--- config.mk ---
export PLATFORM = sky130hd
export DESIGN_NAME = fpwc_top
export DESIGN_NICKNAME = d
export VERILOG_FILES = /design/src/rtl/fpwc_pkg.sv /design/src/rtl/fpwc_prog_timer.sv /design/src/rtl/fpwc_top.sv
export VERILOG_INCLUDE_DIRS = /design/src /design/src/rtl
export SDC_FILE = /design/constraint.sdc
export NUM_CORES = 1
export LEC_CHECK = 0
export ABC_AREA = 1
export BUFFER_PORTS_ARGS = -buffer_cell sky130_fd_sc_hd__buf_4
export CAP_MARGIN = 20
export CORE_ASPECT_RATIO = 1.5
export CORE_MARGIN = 5
export CORE_UTILIZATION = 60
export DETAILED_ROUTE_END_ITERATION = 6
export GPL_TIMING_DRIVEN = 0
export HOLD_SLACK_MARGIN = 0.08
export PLACE_DENSITY = 0.83
export RECOVER_POWER = 100
export SLEW_MARGIN = 20
export SYNTH_ARGS = -nofsm -noshare
export SYNTH_HDL_FRONTEND = slang
export SYNTH_SLANG_ARGS = --single-unit
--- constraint.sdc ---
create_clock -name i_clk_sys -period 4.61 [get_ports i_clk_sys]
set_input_delay 0 -clock i_clk_sys [delete_from_list [all_inputs] [get_ports i_clk_sys]]
set_output_delay 0 -clock i_clk_sys [all_outputs]
set_load 0.01 [all_outputs]
--- src/rtl/fpwc_defines.svh ---
// Constants for the flash program write control block
`ifndef FPWC_DEFINES_SVH
`define FPWC_DEFINES_SVH

`define FPWC_ADDR_W 2
`define FPWC_DATA_W 8

`define FPWC_ADDR_CTL 2'h0
`define FPWC_ADDR_UNLOCK 2'h1
`define FPWC_ADDR_STS 2'h2
`define FPWC_ADDR_MSK 2'h3

`define FPWC_CTL_START 1
`define FPWC_CTL_PERMIT 2
`define FPWC_CTL_FAULT 3
`define FPWC_CTL_ERASE 4

`define FPWC_STS_DONE 0
`define FPWC_STS_REFUSED 1
`define FPWC_STS_W 2

`define FPWC_UNLOCK_KEY1 8'h55
`define FPWC_UNLOCK_KEY2 8'haa

`define FPWC_CLK_PERIOD_NS 20
`define FPWC_WRITE_TIME_NS 10000
`define FPWC_ERASE_TIME_NS 40000
`define FPWC_TMR_W 12

`endif

--- src/rtl/fpwc_pkg.sv ---
// Types for the flash program write control block
package fpwc_pkg;
    typedef enum logic [1:0] {
        LK_IDLE,
        LK_GOT_KEY1,
        LK_ARMED
    } fpwc_lock_t;
    typedef enum logic {
        OP_IDLE,
        OP_BUSY
    } fpwc_op_t;
endpackage

--- src/rtl/fpwc_prog_timer.sv ---
// Programming timer: counts out one erase or write operation
`timescale 1ns/10ps
`default_nettype none
module fpwc_prog_timer
    import fpwc_pkg::*;
#(
    parameter int CNT_W = 12
)
(
    input wire logic i_clk_sys,
    input wire logic i_rst_n,
    input wire logic i_start,
    input wire logic [CNT_W-1:0] i_len,
    output logic o_busy,
    output logic o_done
);
    logic [CNT_W-1:0] cnt_ff;
    logic busy_ff;
    wire expire = busy_ff && (cnt_ff == '0);

    if (CNT_W < 1)
    begin : g_bad_cnt_w
        $error("CNT_W must be at least 1");
    end

    always_ff @(posedge i_clk_sys or negedge i_rst_n)
    begin
        if (!i_rst_n)
        begin
            cnt_ff <= '0;
            busy_ff <= 1'b0;
        end
        else if (i_start && !busy_ff)
        begin
            cnt_ff <= i_len - 1'b1;
            busy_ff <= 1'b1;
        end
        else if (expire)
        begin
            busy_ff <= 1'b0;
        end
        else if (busy_ff)
        begin
            cnt_ff <= cnt_ff - 1'b1;
        end
    end

    assign o_busy = busy_ff;
    assign o_done = expire;
endmodule // fpwc_prog_timer
`default_nettype wire

--- src/rtl/fpwc_top.sv ---
// Flash program write control: control register, unlock port, timer, status
// Contract
// - Unlock port stores nothing, serves only unlock sequences, always reads zero.
// - Erase select set makes the next start an erase; code uses the erase bit of the start write itself.
// - Erase select clear makes a start a write only, never erase.
// - Writes need program permit set; power-up clears program permit.
// - Fault flag sets on start, clears when timer expires and op completes.
// - Software can only set start; hardware clears it on completion.
// - Fault flag stays set after reset-cut or improper write.
//
// The implementer's own choices: the register addresses and the address-and-strobe port.
`timescale 1ns/10ps
`default_nettype none
`include "fpwc_defines.svh"
module fpwc_top
    import fpwc_pkg::*;
#(
    parameter int WRITE_TIME_NS = `FPWC_WRITE_TIME_NS,
    parameter int ERASE_TIME_NS = `FPWC_ERASE_TIME_NS,
    parameter int TMR_W = `FPWC_TMR_W
)
(
    input wire logic i_clk_sys,
    input wire logic i_nrst,
    input wire logic i_npor,
    input wire logic [`FPWC_ADDR_W-1:0] i_addr,
    input wire logic [`FPWC_DATA_W-1:0] i_wdata,
    input wire logic i_wr,
    input wire logic i_rd,
    output logic [`FPWC_DATA_W-1:0] o_rdata,
    output logic o_flash_write,
    output logic o_flash_erase,
    output logic o_busy,
    output logic o_irq
);
    localparam int WRITE_CYC_I = (WRITE_TIME_NS + `FPWC_CLK_PERIOD_NS - 1) / `FPWC_CLK_PERIOD_NS;
    localparam int ERASE_CYC_I = (ERASE_TIME_NS + `FPWC_CLK_PERIOD_NS - 1) / `FPWC_CLK_PERIOD_NS;
    localparam int WRITE_CYC = (WRITE_CYC_I < 1) ? 1 : WRITE_CYC_I;
    localparam int ERASE_CYC = (ERASE_CYC_I < 1) ? 1 : ERASE_CYC_I;
    localparam logic [TMR_W-1:0] WRITE_LEN = WRITE_CYC[TMR_W-1:0];
    localparam logic [TMR_W-1:0] ERASE_LEN = ERASE_CYC[TMR_W-1:0];

    // Longest operation must fit the timer
    if (WRITE_CYC >= (1 << TMR_W) || ERASE_CYC >= (1 << TMR_W))
    begin : g_tmr_too_narrow
        $error("Programming time does not fit the timer width");
    end

    // Power-up clears everything; a plain reset spares the fault flag
    wire rst_n = i_nrst & i_npor;

    logic permit_ff;
    logic nxt_permit;
    logic erase_sel_ff;
    logic nxt_erase_sel;
    logic start_ff;
    logic nxt_start;
    logic fault_ff;
    logic nxt_fault;
    logic op_erase_ff;
    logic nxt_op_erase;
    fpwc_op_t op_ff;
    fpwc_op_t nxt_op;
    fpwc_lock_t lock_ff;
    fpwc_lock_t nxt_lock;
    logic [`FPWC_STS_W-1:0] sts_ff;
    logic [`FPWC_STS_W-1:0] nxt_sts;
    logic [`FPWC_STS_W-1:0] msk_ff;
    logic [`FPWC_STS_W-1:0] nxt_msk;
    logic [`FPWC_DATA_W-1:0] rdata_ff;
    logic [`FPWC_DATA_W-1:0] nxt_rdata;
    logic tmr_done;

    wire wr_ctl = i_wr && (i_addr == `FPWC_ADDR_CTL);
    wire wr_unlock = i_wr && (i_addr == `FPWC_ADDR_UNLOCK);
    wire wr_sts = i_wr && (i_addr == `FPWC_ADDR_STS);
    wire wr_msk = i_wr && (i_addr == `FPWC_ADDR_MSK);
    wire start_req = wr_ctl && i_wdata[`FPWC_CTL_START] && !start_ff;
    wire start_go = start_req && permit_ff && (lock_ff == LK_ARMED) && (op_ff == OP_IDLE);
    wire start_refused = start_req && !start_go;
    wire op_done = (op_ff == OP_BUSY) && tmr_done;

    wire [TMR_W-1:0] op_len = i_wdata[`FPWC_CTL_ERASE] ? ERASE_LEN : WRITE_LEN;

    fpwc_prog_timer #(
        .CNT_W(TMR_W)
    ) u_timer (
        .i_clk_sys(i_clk_sys),
        .i_rst_n(rst_n),
        .i_start(start_go),
        .i_len(op_len),
        .o_busy(),
        .o_done(tmr_done)
    );

    // Control register fields
    always_comb
    begin
        nxt_permit = permit_ff;
        nxt_erase_sel = erase_sel_ff;
        if (wr_ctl)
        begin
            nxt_permit = i_wdata[`FPWC_CTL_PERMIT];
            nxt_erase_sel = i_wdata[`FPWC_CTL_ERASE];
        end
    end

    // start set only, cleared on completion
    always_comb
    begin
        nxt_start = start_ff;
        if (start_go)
        begin
            nxt_start = 1'b1;
        end
        else if (op_done)
        begin
            nxt_start = 1'b0;
        end
    end

    // fault set on start, cleared on completion
    always_comb
    begin
        nxt_fault = fault_ff;
        if (start_req)
        begin
            nxt_fault = 1'b1;
        end
        else if (op_done)
        begin
            nxt_fault = 1'b0;
        end
    end

    always_comb
    begin
        nxt_op = op_ff;
        nxt_op_erase = op_erase_ff;
        unique case (op_ff)
            OP_IDLE:
            begin
                if (start_go)
                begin
                    nxt_op = OP_BUSY;
                    nxt_op_erase = i_wdata[`FPWC_CTL_ERASE];
                end
            end
            OP_BUSY:
            begin
                if (op_done)
                begin
                    nxt_op = OP_IDLE;
                    nxt_op_erase = 1'b0;
                end
            end
        endcase
    end

    always_comb
    begin
        nxt_lock = lock_ff;
        unique case (lock_ff)
            LK_IDLE:
            begin
                if (wr_unlock && i_wdata == `FPWC_UNLOCK_KEY1)
                begin
                    nxt_lock = LK_GOT_KEY1;
                end
            end
            LK_GOT_KEY1:
            begin
                if (wr_unlock && i_wdata == `FPWC_UNLOCK_KEY2)
                begin
                    nxt_lock = LK_ARMED;
                end
                else if (i_wr)
                begin
                    nxt_lock = LK_IDLE;
                end
            end
            LK_ARMED:
            begin
                if (start_req || wr_unlock)
                begin
                    nxt_lock = LK_IDLE;
                end
            end
            default:
            begin
                nxt_lock = LK_IDLE;
            end
        endcase
    end

    // Sticky status, write one to clear; a new event wins
    always_comb
    begin
        nxt_sts = sts_ff;
        if (wr_sts)
        begin
            nxt_sts = sts_ff & ~i_wdata[`FPWC_STS_W-1:0];
        end
        if (op_done)
        begin
            nxt_sts[`FPWC_STS_DONE] = 1'b1;
        end
        if (start_refused)
        begin
            nxt_sts[`FPWC_STS_REFUSED] = 1'b1;
        end
        nxt_msk = wr_msk ? i_wdata[`FPWC_STS_W-1:0] : msk_ff;
    end

    wire [`FPWC_DATA_W-1:0] ctl_view = {{(`FPWC_DATA_W-5){1'b0}}, erase_sel_ff, fault_ff,
                                        permit_ff, start_ff, 1'b0};
    wire [`FPWC_DATA_W-1:0] sts_view = {{(`FPWC_DATA_W-`FPWC_STS_W){1'b0}}, sts_ff};
    wire [`FPWC_DATA_W-1:0] msk_view = {{(`FPWC_DATA_W-`FPWC_STS_W){1'b0}}, msk_ff};

    always_comb
    begin
        nxt_rdata = '0;
        if (i_rd)
        begin
            unique case (i_addr)
                `FPWC_ADDR_CTL: nxt_rdata = ctl_view;
                `FPWC_ADDR_UNLOCK: nxt_rdata = '0;
                `FPWC_ADDR_STS: nxt_rdata = sts_view;
                `FPWC_ADDR_MSK: nxt_rdata = msk_view;
            endcase
        end
    end

    always_ff @(posedge i_clk_sys or negedge rst_n)
    begin
        if (!rst_n)
        begin
            permit_ff <= 1'b0;
            erase_sel_ff <= 1'b0;
            start_ff <= 1'b0;
            op_ff <= OP_IDLE;
            op_erase_ff <= 1'b0;
            lock_ff <= LK_IDLE;
        end
        else
        begin
            permit_ff <= nxt_permit;
            erase_sel_ff <= nxt_erase_sel;
            start_ff <= nxt_start;
            op_ff <= nxt_op;
            op_erase_ff <= nxt_op_erase;
            lock_ff <= nxt_lock;
        end
    end

    // fault survives a plain reset; power-up clears it, as does completion
    always_ff @(posedge i_clk_sys or negedge i_npor)
    begin
        if (!i_npor)
        begin
            fault_ff <= 1'b0;
        end
        else if (i_nrst)
        begin
            fault_ff <= nxt_fault;
        end
    end

    always_ff @(posedge i_clk_sys or negedge rst_n)
    begin
        if (!rst_n)
        begin
            sts_ff <= '0;
            msk_ff <= '0;
            rdata_ff <= '0;
        end
        else
        begin
            sts_ff <= nxt_sts;
            msk_ff <= nxt_msk;
            rdata_ff <= nxt_rdata;
        end
    end

    assign o_rdata = rdata_ff;
    assign o_busy = (op_ff == OP_BUSY);
    assign o_flash_write = (op_ff == OP_BUSY) && !op_erase_ff;
    assign o_flash_erase = (op_ff == OP_BUSY) && op_erase_ff;
    assign o_irq = |(sts_ff & msk_ff);

    // helper: cycles since the running operation began
    logic [TMR_W-1:0] run_cnt_ff;
    wire [TMR_W-1:0] nxt_run_cnt = start_go ? '0 : (o_busy ? run_cnt_ff + 1'b1 : run_cnt_ff);

    always_ff @(posedge i_clk_sys or negedge rst_n)
    begin
        if (!rst_n)
        begin
            run_cnt_ff <= '0;
        end
        else
        begin
            run_cnt_ff <= nxt_run_cnt;
        end
    end

    chk_unlock_reads_zero: assert property (
        @(posedge i_clk_sys) disable iff (!rst_n)
        i_rd && i_addr == `FPWC_ADDR_UNLOCK |=> o_rdata == '0)
        else $error("Unlock port read returned nonzero");

    chk_erase_select_op: assert property (
        @(posedge i_clk_sys) disable iff (!rst_n)
        start_go && i_wdata[`FPWC_CTL_ERASE] |=> o_flash_erase && !o_flash_write)
        else $error("Start with erase select did not erase");

    chk_write_only_op: assert property (
        @(posedge i_clk_sys) disable iff (!rst_n)
        start_go && !i_wdata[`FPWC_CTL_ERASE] |=> o_flash_write && !o_flash_erase)
        else $error("Start without erase select did not write");

    chk_permit_needed: assert property (
        @(posedge i_clk_sys) disable iff (!rst_n)
        $rose(o_busy) |-> $past(permit_ff))
        else $error("Operation began without program permit");

    chk_fault_on_start: assert property (
        @(posedge i_clk_sys) disable iff (!rst_n)
        start_req |=> fault_ff)
        else $error("Fault flag not set on start");

    chk_start_cleared: assert property (
        @(posedge i_clk_sys) disable iff (!rst_n)
        op_done && !op_erase_ff |-> start_ff && run_cnt_ff == WRITE_LEN - 1'b1 ##1 !start_ff && !fault_ff)
        else $error("Start bit not cleared at write completion");

    chk_fault_hold: assert property (
        @(posedge i_clk_sys) disable iff (!i_npor)
        fault_ff && !op_done |=> fault_ff)
        else $error("Fault flag dropped without completion");

    chk_refused_idle: assert property (
        @(posedge i_clk_sys) disable iff (!rst_n)
        start_req && !permit_ff && !o_busy |=> !o_busy && !start_ff [*2])
        else $error("Start without permit began an operation");
endmodule // fpwc_top
`default_nettype wire

Word-level counts from Yosys, hierarchy flattened
Index checks and enable logic that the tools add are counted.
- $add $sub $neg: 2
- equal/unequal tests: 13
- muxes and demuxes: 24
- bitwise logic cells: 5
- reduce and logical (&&, ||, !) cells: 36
- operator list (kind ; count):
    $mux 12 ; 3
    $pmux 8 s4 ; 1
    $logic_and 1x1->1 ; 17
    $logic_not 12->1 ; 1
    $reduce_bool 2->1 ; 6
    $sub 11x1->12 const B ; 1
    $sub 12x1->12 const B ; 1
    $mux 11 ; 1
    $mux 1 ; 10
    $mux 2 ; 5
    $eq 8x7->1 const B ; 1
    $eq 8x8->1 const B ; 1
    $mux 8 ; 1
    $eq 2x2->1 const B ; 3
    $ne 2x1->1 const B ; 3
    $pmux 2 s3 ; 1
    $reduce_and 2->1 ; 3
    $and 2x2->2 ; 2
    $eq 2x1->1 const B ; 2
    $logic_not 1->1 ; 4
    $logic_not 2->1 ; 2
    $ne 2x2->1 const B ; 2
    $pmux 1 s2 ; 2
    $ne 3x3->1 const B ; 1
    other kinds (6) ; 6
- flip-flop bits (word level): 33
- input bits: 15
- word-level logic and storage cells: 93

Logic depth before layout (Yosys ltp)
Gate-level depths: netlist of run 1.
- depth in word-level cells: 10
- depth in mapped cells: 14

Modules after synthesis
A second synthesis of run 1 with hierarchy kept.
- cell total of the unflattened synthesis: 290
- area total of the unflattened synthesis: 2034.5 µm²
- modules (own cells, without submodules) (module ; times used ; cells each ; area each (µm²)):
    fpwc_prog_timer ; 1 ; 176 ; 1144.8
    fpwc_top ; 1 ; 114 ; 889.6

Worst setup path before layout of run 1
OpenSTA, ideal clock, no wires.
- path type: flip-flop to flip-flop
- start point: register op_ff (netlist: o_busy)
- end point: register u_timer.cnt_ff[6]
- setup time: 120 ps
- data arrival time: 1844 ps
- data required time: 4490 ps
- path slack: 2645 ps
- cell stages (with the launch flop): 13
- path buffers: 1
- clock period less this slack: 1965 ps
- cells stage by stage: dfrtp_1 -> inv_2 -> nand2_1 -> nor2_1 -> nand3_4 -> buf_6 -> nand2_1 -> ha_1 -> nand3_2 -> nor2_4 -> nand2_2 -> o21ai_1 -> nand2_1
- cells in the longest elaborated chain, start to end: 5
- elaborated cells between the ends (all ways): 7
- RTL lines (what ; line ; source):
    start, declared ; fpwc_top.sv:62 ; fpwc_op_t op_ff;
    start signal, assigned ; fpwc_top.sv:250 ; op_ff <= nxt_op;
    $not 1->1 * ; -- ;
    $logic_and 1x1->1 * ; fpwc_top.sv:79 ; wire start_go = start_req && permit_ff && (lock_ff == LK_ARMED) && (op_ff == OP_IDLE);
    $logic_and 1x1->1 * ; fpwc_prog_timer.sv:33 ; else if (i_start && !busy_ff)
    $ne 2x1->1 (no source line) / $reduce_bool 2->1 (equally long branches) ; -- ;
    $reduce_and 2->1 (no source line) ; -- ;
    end signal, assigned ; fpwc_prog_timer.sv:35 ; cnt_ff <= i_len - 1'b1;
    end signal, assigned ; fpwc_prog_timer.sv:44 ; cnt_ff <= cnt_ff - 1'b1;
    end, declared ; fpwc_prog_timer.sv:17 ; logic [CNT_W-1:0] cnt_ff;
Mark *: on every way between the ends. The rest lies on a longest branch, timed or not.
A chain may end at the register's enable or synchronous reset.

Final worst setup path of run 1
- start point: input port i_addr[1]
- end point: register u_timer.cnt_ff[6]
- cells in the longest elaborated chain, start to end: 10
- elaborated cells between the ends (all ways): 12
- RTL lines (what ; line ; source):
    start, declared ; fpwc_top.sv:26 ; input wire logic [`FPWC_ADDR_W-1:0] i_addr,
    $logic_not 2->1 * ; -- ;
    $logic_and 1x1->1 * ; fpwc_top.sv:74 ; wire wr_ctl = i_wr && (i_addr == `FPWC_ADDR_CTL);
    $logic_and 1x1->1 * (2 in series) ; fpwc_top.sv:78 ; wire start_req = wr_ctl && i_wdata[`FPWC_CTL_START] && !start_ff;
    $logic_and 1x1->1 * (3 in series) ; fpwc_top.sv:79 ;
    $logic_and 1x1->1 * ; fpwc_prog_timer.sv:33 ;
    $ne 2x1->1 (no source line) / $reduce_bool 2->1 (equally long branches) ; -- ;
    $reduce_and 2->1 (no source line) ; -- ;
Marks and branches as above.

==> results.md, run 1 <==
| Result | This run | Unit |
|:---|:---|:---|
| Result of the run | completed | - |
| Number of buffers added on ports | 22 | - |
| Max-cap violations | 0 | - |
| Routed Antenna Nets | 0 | - |
| Fraction of power spent switching nets | 0.213 | - |
| DP HPWL | 3070 | um |
| Cell count after synthesis | 232 | - |
| Number of pins exceeding their max-slew limit in the final report | 0 | - |
| Worst IR drop on VDD | 0.333 | mV |
| Synth top area share | 0.420 | - |
| CP Launch Type | input port | - |
| Simple logic cell fraction of the synthesized area | 0.366 | - |
| TritonCTS Sinks | 30 | - |
| Sum of routed wire length over all layers | 4820 | um |
| Most numerous cell on the critical path | sky130_fd_sc_hd__nand2_1 | - |
| Number of buffers created by CTS | 5 | - |
| Tot Pwr | 0.666 | mW |
| Async set-or-reset flop fraction in the synthesized netlist | 1.00 | - |
| Overall die height | 76.8 | um |
| Buffer and inverter count on the worst path | 3 | - |
| Switching component of the power | 0.142 | mW |
| Top cells by area, synth | sky130_fd_sc_hd__dfrtp_1 (42%), sky130_fd_sc_hd__nand2_1 (12%), sky130_fd_sc_hd__inv_1 (8.2%) | - |
| Post-synth EDFFs | 0 | - |
| Wirelength per Cell | 15.2 | um |
| Share of synthesized area occupied by flip-flops and latches | 0.420 | - |
| Max Clock Freq | 309 | MHz |
| CP max stage cell | sky130_fd_sc_hd__dlygate4sd3_1 | - |
| Mux contribution to synthesized area | 0 | - |
| Setup TNS after final layout | 0 | ns |
| Final number of setup-violating endpoints | 0 | - |
| Req. time, crit path | 4.79 | ns |
| Leading cell type by number of instances after synthesis | sky130_fd_sc_hd__nand2_1 | - |
| Worst clock skew | 0.00932 | ns |
| Die Span X | 54.6 | um |
| Worst-Margin Slew | 0.735 | ns |
| Delay of the slowest critical-path stage | 0.53 | ns |
| First drt pass iteration count | 4 | - |
| FP Rows | 24 | - |
| Largest net degree at the start of global routing | 18 | - |
| Drc violations | 0 | - |
| Fraction of the core area covered by cells at the end of the flow | 0.757 | - |
| List of cells traversed by the critical path | dlygate4sd3_1, clkbuf_1, nor2_1, nand2_1, nor2_1, nand3_1, clkbuf_1, nand2_1, ha_1, nand3_2, nor2_1, nand2_1, o21ai_0, nand2_1 | - |
| Final min period | 3.23 | ns |
| Average footprint of a synthesized cell | 7.70 | um2 |
| Pwr per Cell Area | 305 | nW/um2 |
| Number of distinct library cells after synthesis | 32 | - |
| Area growth from synthesis to layout | 22.1 | % |
| Register bit count reported by yosys | 30 | - |
| Placer congestion estimate | 0.885 | - |
| Post-route insts no fill | 318 | - |
| Summed instance area of the synthesized netlist | 1790 | um2 |
| Grt ovf | 0 | - |
| Top_reg_cell synth | sky130_fd_sc_hd__dfrtp_1 | - |
| Worst-case setup margin in the final layout | 1.38 | ns |
| Area of the placeable core | 2880 | um2 |
| Fraction of the mapped netlist area in adder cells | 0.00700 | - |
| Effective utilization at floorplan | 0.620 | - |
| First-pass GRT wire length | 8020 | um |
| Clock tree root buffer cell | sky130_fd_sc_hd__clkbuf_8 | - |
| Tightest Hold Check Type | input port to flop | - |
| Clk Latency, worst-skew pair | 0.29 | ns |
| TritonCTS clock tree | built | - |
| Yosys warning total | 0 | - |
| Static power due to leakage | 1.14 | nW |
| Period Utilization, post-route | 0.702 | - |
| Diodes inserted | 0 | - |
| Internal power summed over all cells | 0.524 | mW |
| Worst setup slack before clock tree synthesis | 2.39 | ns |
| Fraction of power consumed by combinational cells | 0.075 | - |
| Most used standard cells in the synthesized netlist | sky130_fd_sc_hd__nand2_1 (57), sky130_fd_sc_hd__inv_1 (39), sky130_fd_sc_hd__dfrtp_1 (30) | - |
| Number of nets in the layout | 294 | - |
| Xor/xnor cell area share of the yosys netlist | 0.0147 | - |
| Maximum clock path buffer count | 2 | - |
| Critical path class | input port to flop | - |
| Maximum fanout encountered on the critical timing path | 10 | - |
| Initial drt markers | 62 | - |
| Cell taking the most area after synthesis | sky130_fd_sc_hd__dfrtp_1 | - |
| Via Count | 1,706 | - |
| Count of final hold-check violations | 0 | - |
| Relative slew slack | 0.510 | - |
| Full die area | 4190 | um2 |
| Number of antenna violations at the first check in global routing | 0 | - |
| Clock H-tree levels | 2 | - |
| Data arrival, critical path | 3.41 | ns |
| Post-Place Cells | 296 | - |
| Via count of the first global-routing pass | 1,775 | - |
| Power share of the clock group | 0.510 | - |
| Unrepaired setup endpoints after global routing | false | - |
| Synthesized-area fraction occupied by ao, oa, aoi and oai cells | 0.0679 | - |
| Cell family with the largest share of critical-path delay | simple AND/OR/NAND/NOR gates | - |
| Global-route usage over all layers | 0.261 | - |
| Via/cell ratio | 5.36 | - |
| CTS clock-pin slew for the worst setup and hold paths | 0.07 | ns |
| Number of I/O pins | 27 | - |
| Endpoint type of the worst setup path | flop | - |
| Fraction of power consumed by sequential logic | 0.416 | - |
| Largest family of logic cells by synthesized area | simple AND/OR/NAND/NOR gates | - |
| Share of final-layout standard cells stronger than drive strength 1 | 0.143 | - |
-- repair_timing --
action,4_1_cts,5_1_grt
hold buffers,14,0
endpoints found under the hold margin,28,0
resized for setup,0,0
setup buffers,0,0
-- worst reg2reg max path, cell delays in order (launching register included) --
cell and delay (ns):
sky130_fd_sc_hd__dfrtp_1 0.43, sky130_fd_sc_hd__inv_2 0.08, sky130_fd_sc_hd__nand2_1 0.05, sky130_fd_sc_hd__nor2_1 0.22, sky130_fd_sc_hd__nand3_1 0.37, sky130_fd_sc_hd__clkbuf_1 0.37
sky130_fd_sc_hd__nand2_1 0.14, sky130_fd_sc_hd__ha_1 0.20, sky130_fd_sc_hd__nand3_2 0.08, sky130_fd_sc_hd__nor2_1 0.38, sky130_fd_sc_hd__nand2_1 0.21, sky130_fd_sc_hd__o21ai_0 0.20
sky130_fd_sc_hd__nand2_1 0.06
-- registers in the layout (all words and copies together) (netlist names) --
signal	cells
erase_sel_ff	1
sts_ff	2
o_rdata	5
u_timer.o_busy	1
u_timer.cnt_ff	12
start_ff	1
msk_ff	2
op_erase_ff	1
o_busy	1
lock_ff	2
fault_ff	1
permit_ff	1
-- power groups by stage --
stage / clock network, mW / registers [mW] / logic [mW]
detailed placement: 0 / 0.281 / 0.0426
CTS: 0.339 / 0.276 / 0.0516
floorplan: 0 / 0.280 / 0.0220
finish: 0.339 / 0.277 / 0.0497
global placement: 0 / 0.281 / 0.0399
global route: 0.356 / 0.278 / 0.0555
-- routing by layer --
metal,track usage,wire length [um],vias up
met2,0.459,2720,65
met4,0.117,136,0
met5,0,0,-
met3,0.0659,214,12
li1,-,-,821
met1,0.272,1750,808
-- path summary, 6_finish.rpt --
path	from	slack [ns]	end	cells past startpoint
setup / recovery	i_addr[1]	1.38	u_timer.cnt_ff[6]	14
hold / removal	i_wr	0.08	lock_ff[0]	3
setup reg to reg	o_busy	1.71	u_timer.cnt_ff[6]	12
hold reg to reg	u_timer.cnt_ff[9]	0.50	u_timer.cnt_ff[9]	2
max in group asynchronous	i_npor	3.12	u_timer.cnt_ff[3]	5
min in group asynchronous	i_nrst	0.39	u_timer.cnt_ff[11]	4
-- layout by cell type, fill, tap and decap left out --
| cell type | instances |
|---|---|
| sky130_fd_sc_hd__o21ai_1 | 1 |
| sky130_fd_sc_hd__or2_2 | 1 |
| sky130_fd_sc_hd__nor4_1 | 2 |
| sky130_fd_sc_hd__ha_1 | 1 |
| sky130_fd_sc_hd__buf_4 | 15 |
| sky130_fd_sc_hd__nand2_1 | 60 |
| sky130_fd_sc_hd__clkbuf_8 | 6 |
| sky130_fd_sc_hd__a22o_1 | 1 |
| sky130_fd_sc_hd__xor2_1 | 3 |
| sky130_fd_sc_hd__inv_2 | 3 |
| sky130_fd_sc_hd__conb_1 | 3 |
| sky130_fd_sc_hd__dfrtp_1 | 30 |
| sky130_fd_sc_hd__nor2_1 | 20 |
| sky130_fd_sc_hd__inv_1 | 40 |
| sky130_fd_sc_hd__nand3_1 | 22 |
| sky130_fd_sc_hd__nand2_2 | 1 |
| sky130_fd_sc_hd__nand2_4 | 2 |
| sky130_fd_sc_hd__o41ai_1 | 1 |
| sky130_fd_sc_hd__o21bai_1 | 1 |
| sky130_fd_sc_hd__nand4_2 | 1 |
| sky130_fd_sc_hd__nor3_1 | 1 |
| sky130_fd_sc_hd__clkbuf_1 | 13 |
| sky130_fd_sc_hd__nor2_2 | 3 |
| sky130_fd_sc_hd__nand3b_1 | 1 |
| sky130_fd_sc_hd__nand3_2 | 3 |
| sky130_fd_sc_hd__dlygate4sd3_1 | 14 |
| sky130_fd_sc_hd__a31o_2 | 1 |
| sky130_fd_sc_hd__o21ai_0 | 15 |
| sky130_fd_sc_hd__bufinv_16 | 2 |
| sky130_fd_sc_hd__nand4_1 | 9 |
| sky130_fd_sc_hd__clkbuf_4 | 1 |
| sky130_fd_sc_hd__a21boi_0 | 1 |
| sky130_fd_sc_hd__nor3_2 | 1 |
-- per-stage QoR --
step / cell area (um2) / hold WS (ns)
finish: 2180 / 0.0796
detailed placement: 2020 / -0.218
global route: 2180 / 0.0938
CTS: 2310 / 0.0820
floorplan: 1790 / -0.296
global placement: 2010 / -0.219
-- layout make-up --
type	count	area (um2)
Timing Repair Buffer	37	275
Clock inverter	2	60.1
Clock buffer	6	82.6
Buffer	6	33.8
Tap cell	39	48.8
Inverter	43	161
Multi-Input combinational cell	155	769
Sequential cell	30	751
Fill cell	223	701
-- logic make-up after synthesis --
kind of cell    count (synthesis)
simple gates                  127
flops                          30
buf+inv                        49
fa+ha+maj                       1
xor+xnor                        3
other cells                     1
compound gates                 21
Note: power is estimated with default switching activity, not from simulation.
==> run 2: changes to the inputs <==
ABC_AREA = 0   (was 1)
CORE_UTILIZATION = 50   (was 60)
PLACE_DENSITY = 0.75   (was 0.83)
clock period = 2.9 ns   (was 4.61 ns; I/O delays follow)
==> run 2 against run 1 <==
Net effect: sequential cell count unchanged; clock power up 3%; the run now ends with capacitance limit, slew limit left; sequential power up 81%; final area down 6.9%.
==> results.md, run 2 <==
| Result | This run | Unit |
|:---|:---|:---|
| Violated checks | capacitance limit, slew limit | - |
| Number of I/O pins | 27 | - |
| Grt ovf | 0 | - |
| Drc violations | 0 | - |
| Endpoint type of the worst setup path | flop | - |
| DP HPWL | 2570 | um |
| Period Utilization, post-route | 0.953 | - |
| Clock H-tree levels | 2 | - |
| Clk Latency, worst-skew pair | 0.29 | ns |
| Die Span X | 56.2 | um |
| Final min period | 2.76 | ns |
| Internal power summed over all cells | 0.748 | mW |
| Share of final-layout standard cells stronger than drive strength 1 | 0.205 | - |
| Number of antenna violations at the first check in global routing | 0 | - |
| Share of synthesized area occupied by flip-flops and latches | 0.469 | - |
| TritonCTS Sinks | 30 | - |
| Initial drt markers | 24 | - |
| Top_reg_cell synth | sky130_fd_sc_hd__dfrtp_1 | - |
| Standard cell area after detailed placement | 1820 | um2 |
| Critical path class | input port to flop | - |
| Synth top area share | 0.469 | - |
| Largest Register | u_timer.cnt_ff | - |
| Average footprint of a synthesized cell | 10.3 | um2 |
| Area of the placeable core | 3130 | um2 |
| Flip-flop count of the largest register, all copies and words added | 12 | - |
| Req. time, crit path | 3.07 | ns |
| Data arrival, critical path | 2.93 | ns |
| Switching component of the power | 0.284 | mW |
| Area of all placed cells without fillers | 2030 | um2 |
| Wirelength per Cell | 16.1 | um |
| Maximum clock path buffer count | 2 | - |
| Buffer and inverter count on the worst path | 4 | - |
| Register bit count reported by yosys | 30 | - |
| Worst reg2reg setup slack | 0.16 | ns |
| Placer congestion estimate | 0.803 | - |
| List of cells traversed by the critical path | dlygate4sd3_1, buf_4, or3b_1, buf_2, or4_4, buf_6, nand2_1, ha_2, nand4bb_4, nor4_2, and4_4, nor3_2 | - |
| Number of buffers added on ports | 21 | - |
| Overall die height | 79.3 | um |
| Pwr per Cell Area | 508 | nW/um2 |
| CTS clock-pin slew for the worst setup and hold paths | 0.06 | ns |
| Top cells by area, synth | sky130_fd_sc_hd__dfrtp_1 (47%), sky130_fd_sc_hd__mux2_2 (3.5%), sky130_fd_sc_hd__nand2_1 (2.6%) | - |
| Largest net degree at the start of global routing | 30 | - |
| FP Rows | 25 | - |
| Filler cell count in the final layout | 278 | - |
| First drt pass iteration count | 4 | - |
| Buffers inserted by post-CTS timing repair | 0 | - |
| Final number of setup-violating endpoints | 0 | - |
| Delay of the slowest critical-path stage | 0.54 | ns |
| Power share of the clock group | 0.338 | - |
| Clock tree root buffer cell | sky130_fd_sc_hd__clkbuf_8 | - |
| Async set-or-reset flop fraction in the synthesized netlist | 1.00 | - |
| Cell taking the most area after synthesis | sky130_fd_sc_hd__dfrtp_1 | - |
| Global-route usage over all layers | 0.189 | - |
| Cell family with the largest share of critical-path delay | simple AND/OR/NAND/NOR gates | - |
| First-pass GRT wire length | 6670 | um |
| Fraction of power consumed by combinational cells | 0.178 | - |
| Sum of routed wire length over all layers | 3870 | um |
| Via Count | 1,390 | - |
| Area used by multi-input combinational logic | 791 | um2 |
| Most used standard cells in the synthesized netlist | sky130_fd_sc_hd__dfrtp_1 (30), sky130_fd_sc_hd__nand2_1 (11), sky130_fd_sc_hd__nor2_1 (11) | - |
| Count of final hold-check violations | 0 | - |
| Relative slew slack | -0.282 | - |
| Via/cell ratio | 5.79 | - |
| Number of distinct library cells after synthesis | 49 | - |
| Tightest Hold Check Type | input port to flop | - |
| Max Clock Freq | 362 | MHz |
| Yosys warning total | 0 | - |
| Area growth from synthesis to layout | 27.0 | % |
| Unrepaired setup endpoints after global routing | false | - |
| Number of pins exceeding their max-slew limit in the final report | 30 | - |
| Maximum fanout encountered on the critical timing path | 8 | - |
| Cell count after synthesis | 155 | - |
| Diodes inserted | 0 | - |
| Routed Antenna Nets | 0 | - |
| Via count of the first global-routing pass | 1,445 | - |
| Leading cell type by number of instances after synthesis | sky130_fd_sc_hd__dfrtp_1 | - |
| Setup TNS after final layout | 0 | ns |
| Worst-case setup margin in the final layout | 0.137 | ns |
| Commonest non-fill, non-tap cell in the layout | sky130_fd_sc_hd__dfrtp_1 | - |
| Most used cells in the layout excluding fill and tap cells | sky130_fd_sc_hd__dfrtp_1 (30), sky130_fd_sc_hd__clkbuf_1 (14), sky130_fd_sc_hd__dlygate4sd3_1 (14) | - |
| Number of nets in the layout | 215 | - |
| CP Launch Type | input port | - |
| Worst clock skew | 0.00398 | ns |
| Effective utilization at floorplan | 0.512 | - |
| Result of the run | finished with violations | - |
| TritonCTS clock tree | built | - |
| Worst-Margin Slew | 1.92 | ns |
| Worst IR drop on VDD | 0.441 | mV |
| Hold WS | 0.127 | ns |
| Fraction of power consumed by sequential logic | 0.484 | - |
| Post-synth EDFFs | 0 | - |
| Static power due to leakage | 0.935 | nW |
| Fraction of power spent switching nets | 0.275 | - |
| Worst setup slack before clock tree synthesis | 0.0978 | ns |
| Footprint of the flip-flops and latches | 751 | um2 |
| Full die area | 4460 | um2 |
| Number of buffers created by CTS | 5 | - |
| Max-cap violations | 1 | - |
| Summed instance area of the synthesized netlist | 1600 | um2 |
| CP max stage cell | sky130_fd_sc_hd__dlygate4sd3_1 | - |
| Fraction of the core area covered by cells at the end of the flow | 0.650 | - |
-- run 2: power groups by stage --
stage / sequential [mW] / combinational [mW] / clock [mW]
after floorplan: 0.496 / 0.109 / 0
after global placement: 0.502 / 0.153 / 0
after detailed placement: 0.505 / 0.162 / 0
after CTS: 0.498 / 0.178 / 0.353
after global routing: 0.506 / 0.209 / 0.382
final: 0.500 / 0.183 / 0.349
-- run 2: path summary, 6_finish.rpt --
kind | startpoint | to | cells past startpoint
min in group asynchronous | i_npor | fault_ff | 3
worst max-delay path | i_addr[1] | u_timer.cnt_ff[10] | 12
worst min register to register | lock_ff[1] | lock_ff[0] | 1
worst min-delay path | i_wdata[4] | u_timer.cnt_ff[5] | 2
max in group asynchronous | i_npor | lock_ff[0] | 3
worst max register to register | o_busy | u_timer.cnt_ff[10] | 9
-- run 2: logic make-up after synthesis --
kind of cell / Yosys count / synth area share
AND/OR/NAND/NOR: 73 / 0.292
flip-flops: 30 / 0.469
AO/OA/AOI/OAI: 23 / 0.0985
buffers and inverters: 16 / 0.0586
multiplexers: 9 / 0.0602
XOR/XNOR: 2 / 0.0109
adder cells (fa/ha/maj): 1 / 0.00782
other: 1 / 0.00234
-- run 2: repair_timing --
| action | in CTS | in global routing |
|---|---|---|
| setup endpoints to repair | 0 | 4 |
| hold buffers | 14 | 0 |
| resized for setup | 0 | 5 |
| hold endpoints to repair | 42 | 0 |
-- run 2: cell type report --
| cell class | instances | share of cell area |
|---|---|---|
| clock inverters | 1 | 0.00246 |
| inverters | 6 | 0.0111 |
| plain buffers | 10 | 0.0326 |
| flip-flops and latches | 30 | 0.369 |
| multi-input cells | 111 | 0.389 |
| well taps | 40 | 0.0246 |
| clock buffers | 7 | 0.0425 |
| repair buffers | 35 | 0.128 |
-- run 2: layer usage --
layer	part of all wire	wire length, um	vias up	GRT usage
met5	0	0	-	0
met4	0.022	85	0	0.0784
met3	0.045	173	11	0.0520
met2	0.54	2110	38	0.334
met1	0.39	1500	690	0.211
li1	-	-	651	-
-- run 2: through the flow --
step | instances | power [mW]
5_1_grt | 240 | 1.10
2_1_floorplan | 157 | 0.606
6_report | 240 | 1.03
3_5_place_dp | 218 | 0.666
3_3_place_gp | 218 | 0.655
4_1_cts | 240 | 1.03
==> run 3: changes to the inputs <==
GPL_TIMING_DRIVEN = unset   (was 0)
==> run 3 against run 2 <==
Net effect: the flow now finishes without violations; total power fell by 1.8%; sequential cell count did not move; core utilization fell by 2.4 points; maximum frequency rose by 2.6%; final area fell by 3.7%; combinational power fell by 10%; critical path type unchanged; critical endpoint unchanged.
==> results.md, run 3 (synthesis gave the netlist of run 2 again) <==
| Result | This run | Unit |
|:---|:---|:---|
| Unrepaired setup endpoints after global routing | false | - |
| Maximum fanout encountered on the critical timing path | 8 | - |
| Final min period | 2.69 | ns |
| Grt ovf | 0 | - |
| CTS clock-pin slew for the worst setup and hold paths | 0.07 | ns |
| Endpoint type of the worst setup path | flop | - |
| First drt pass iteration count | 4 | - |
| Req. time, crit path | 3.06 | ns |
| Number of antenna violations at the first check in global routing | 0 | - |
| Routed Antenna Nets | 0 | - |
| Area of the placeable core | 3130 | um2 |
| Maximum clock path buffer count | 2 | - |
| TritonCTS Sinks | 30 | - |
| Max-cap violations | 0 | - |
| Largest Register | u_timer.cnt_ff | - |
| Number of buffers added on ports | 23 | - |
| Wirelength per Cell | 15.9 | um |
| Full die area | 4460 | um2 |
| Number of pins exceeding their max-slew limit in the final report | 0 | - |
| TritonCTS clock tree | built | - |
| FP Rows | 25 | - |
| Worst IR drop on VDD | 0.344 | mV |
| Diodes inserted | 0 | - |
| Flip-flop count of the largest register, all copies and words added | 12 | - |
| Tightest Hold Check Type | input port to flop | - |
| Initial drt markers | 52 | - |
| Max Clock Freq | 371 | MHz |
| Via/cell ratio | 5.76 | - |
| Clk Latency, worst-skew pair | 0.29 | ns |
| Worst reg2reg setup slack | 0.22 | ns |
| DP HPWL | 2610 | um |
| Static power due to leakage | 0.893 | nW |
| Critical path class | input port to flop | - |
| Die Span X | 56.2 | um |
| Via count of the first global-routing pass | 1,454 | - |
| Area growth from synthesis to layout | 22.3 | % |
| Number of buffers created by CTS | 5 | - |
| Most used cells in the layout excluding fill and tap cells | sky130_fd_sc_hd__dfrtp_1 (30), sky130_fd_sc_hd__clkbuf_1 (16), sky130_fd_sc_hd__dlygate4sd3_1 (14) | - |
| Worst-Margin Slew | 1.32 | ns |
| Period Utilization, post-route | 0.929 | - |
| First-pass GRT wire length | 6590 | um |
| Number of I/O pins | 27 | - |
| Commonest non-fill, non-tap cell in the layout | sky130_fd_sc_hd__dfrtp_1 | - |
| Clock tree root buffer cell | sky130_fd_sc_hd__clkbuf_8 | - |
| Sum of routed wire length over all layers | 3770 | um |
| CP Launch Type | input port | - |
| Worst setup slack before clock tree synthesis | 0.189 | ns |
| Placer congestion estimate | 0.811 | - |
| Relative slew slack | 0.123 | - |
| Largest net degree at the start of global routing | 26 | - |
| Result of the run | completed | - |
| Pwr per Cell Area | 518 | nW/um2 |
| Data arrival, critical path | 2.85 | ns |
| Share of final-layout standard cells stronger than drive strength 1 | 0.147 | - |
| Global-route usage over all layers | 0.192 | - |
| Worst-case setup margin in the final layout | 0.206 | ns |
| Clock H-tree levels | 2 | - |
| Via Count | 1,364 | - |
| Effective utilization at floorplan | 0.512 | - |
| Number of nets in the layout | 212 | - |
| Drc violations | 0 | - |
| Count of final hold-check violations | 0 | - |
| Overall die height | 79.3 | um |
| Final number of setup-violating endpoints | 0 | - |
| Worst clock skew | 0.00758 | ns |
| Setup TNS after final layout | 0 | ns |
[run 3: changes by cell type in the layout (fill, tap and decap cells not counted), sizes merged]
cell	change
clkbuf	+2
buf	-5
[run 3: worst max-delay path: stages]
cell and delay (ns):
sky130_fd_sc_hd__dlygate4sd3_1 0.54, sky130_fd_sc_hd__buf_4 0.16, sky130_fd_sc_hd__or3b_1 0.49, sky130_fd_sc_hd__or4_4 0.61
sky130_fd_sc_hd__nand2_1 0.10, sky130_fd_sc_hd__ha_1 0.24, sky130_fd_sc_hd__nand4bb_1 0.18, sky130_fd_sc_hd__nor4_2 0.23
sky130_fd_sc_hd__and4_4 0.25, sky130_fd_sc_hd__nor3_1 0.04
[run 3: metrics by stage]
step	util	hold slack (ns)	total power, mW	instances	area [um2]
final	0.626	0.0969	1.01	237	1960
after global routing	0.626	0.117	1.07	237	1960
after floorplan	-	-0.296	0.606	157	1610
after CTS	0.648	0.0889	1.03	237	2030
after detailed placement	0.574	-0.219	0.665	215	1800
after global placement	0.574	-0.221	0.658	215	1800
[run 3: timing repair]
| item | CTS | global route |
|---|---|---|
| gates resized for setup | 0 | 1 |
| hold buffers | 14 | 0 |
| endpoints found under the setup margin | 0 | 1 |
| setup buffers | 0 | 0 |
| hold endpoints to repair | 47 | 0 |
[run 3: final timing paths]
kind                       startpoint                 end  depth (start not counted)
min                         i_addr[0]           sts_ff[0]                          4
max                         i_addr[1]  u_timer.cnt_ff[10]                         10
max in group asynchronous      i_nrst   u_timer.cnt_ff[4]                          4
min reg2reg                lock_ff[1]          lock_ff[0]                          1
max reg2reg                    o_busy  u_timer.cnt_ff[10]                          8
min in group asynchronous      i_npor           sts_ff[0]                          3
[run 3: where the power goes]
part           total [mW]  switching (mW)  internal, mW
registers           0.497          0.0350         0.462
clock network       0.352           0.161         0.191
logic               0.164          0.0806        0.0831
total                1.01           0.277         0.736
[run 3: layout make-up]
class / count / area (um2)
multi-input cells: 111 / 748
clock inverters: 1 / 5.00
repair buffers: 42 / 294
clock buffers: 7 / 86.3
inverters: 6 / 22.5
well taps: 40 / 50.0
flip-flops and latches: 30 / 751
fillers: 263 / 1170
[run 3: routing by layer]
| metal | routed length, um | global-route usage | vias to the layer above |
|---|---|---|---|
| met5 | 0 | 0 | - |
| met4 | 113 | 0.109 | 0 |
| met3 | 162 | 0.0504 | 9 |
| met2 | 2010 | 0.338 | 38 |
| met1 | 1490 | 0.204 | 668 |
| li1 | - | - | 649 |
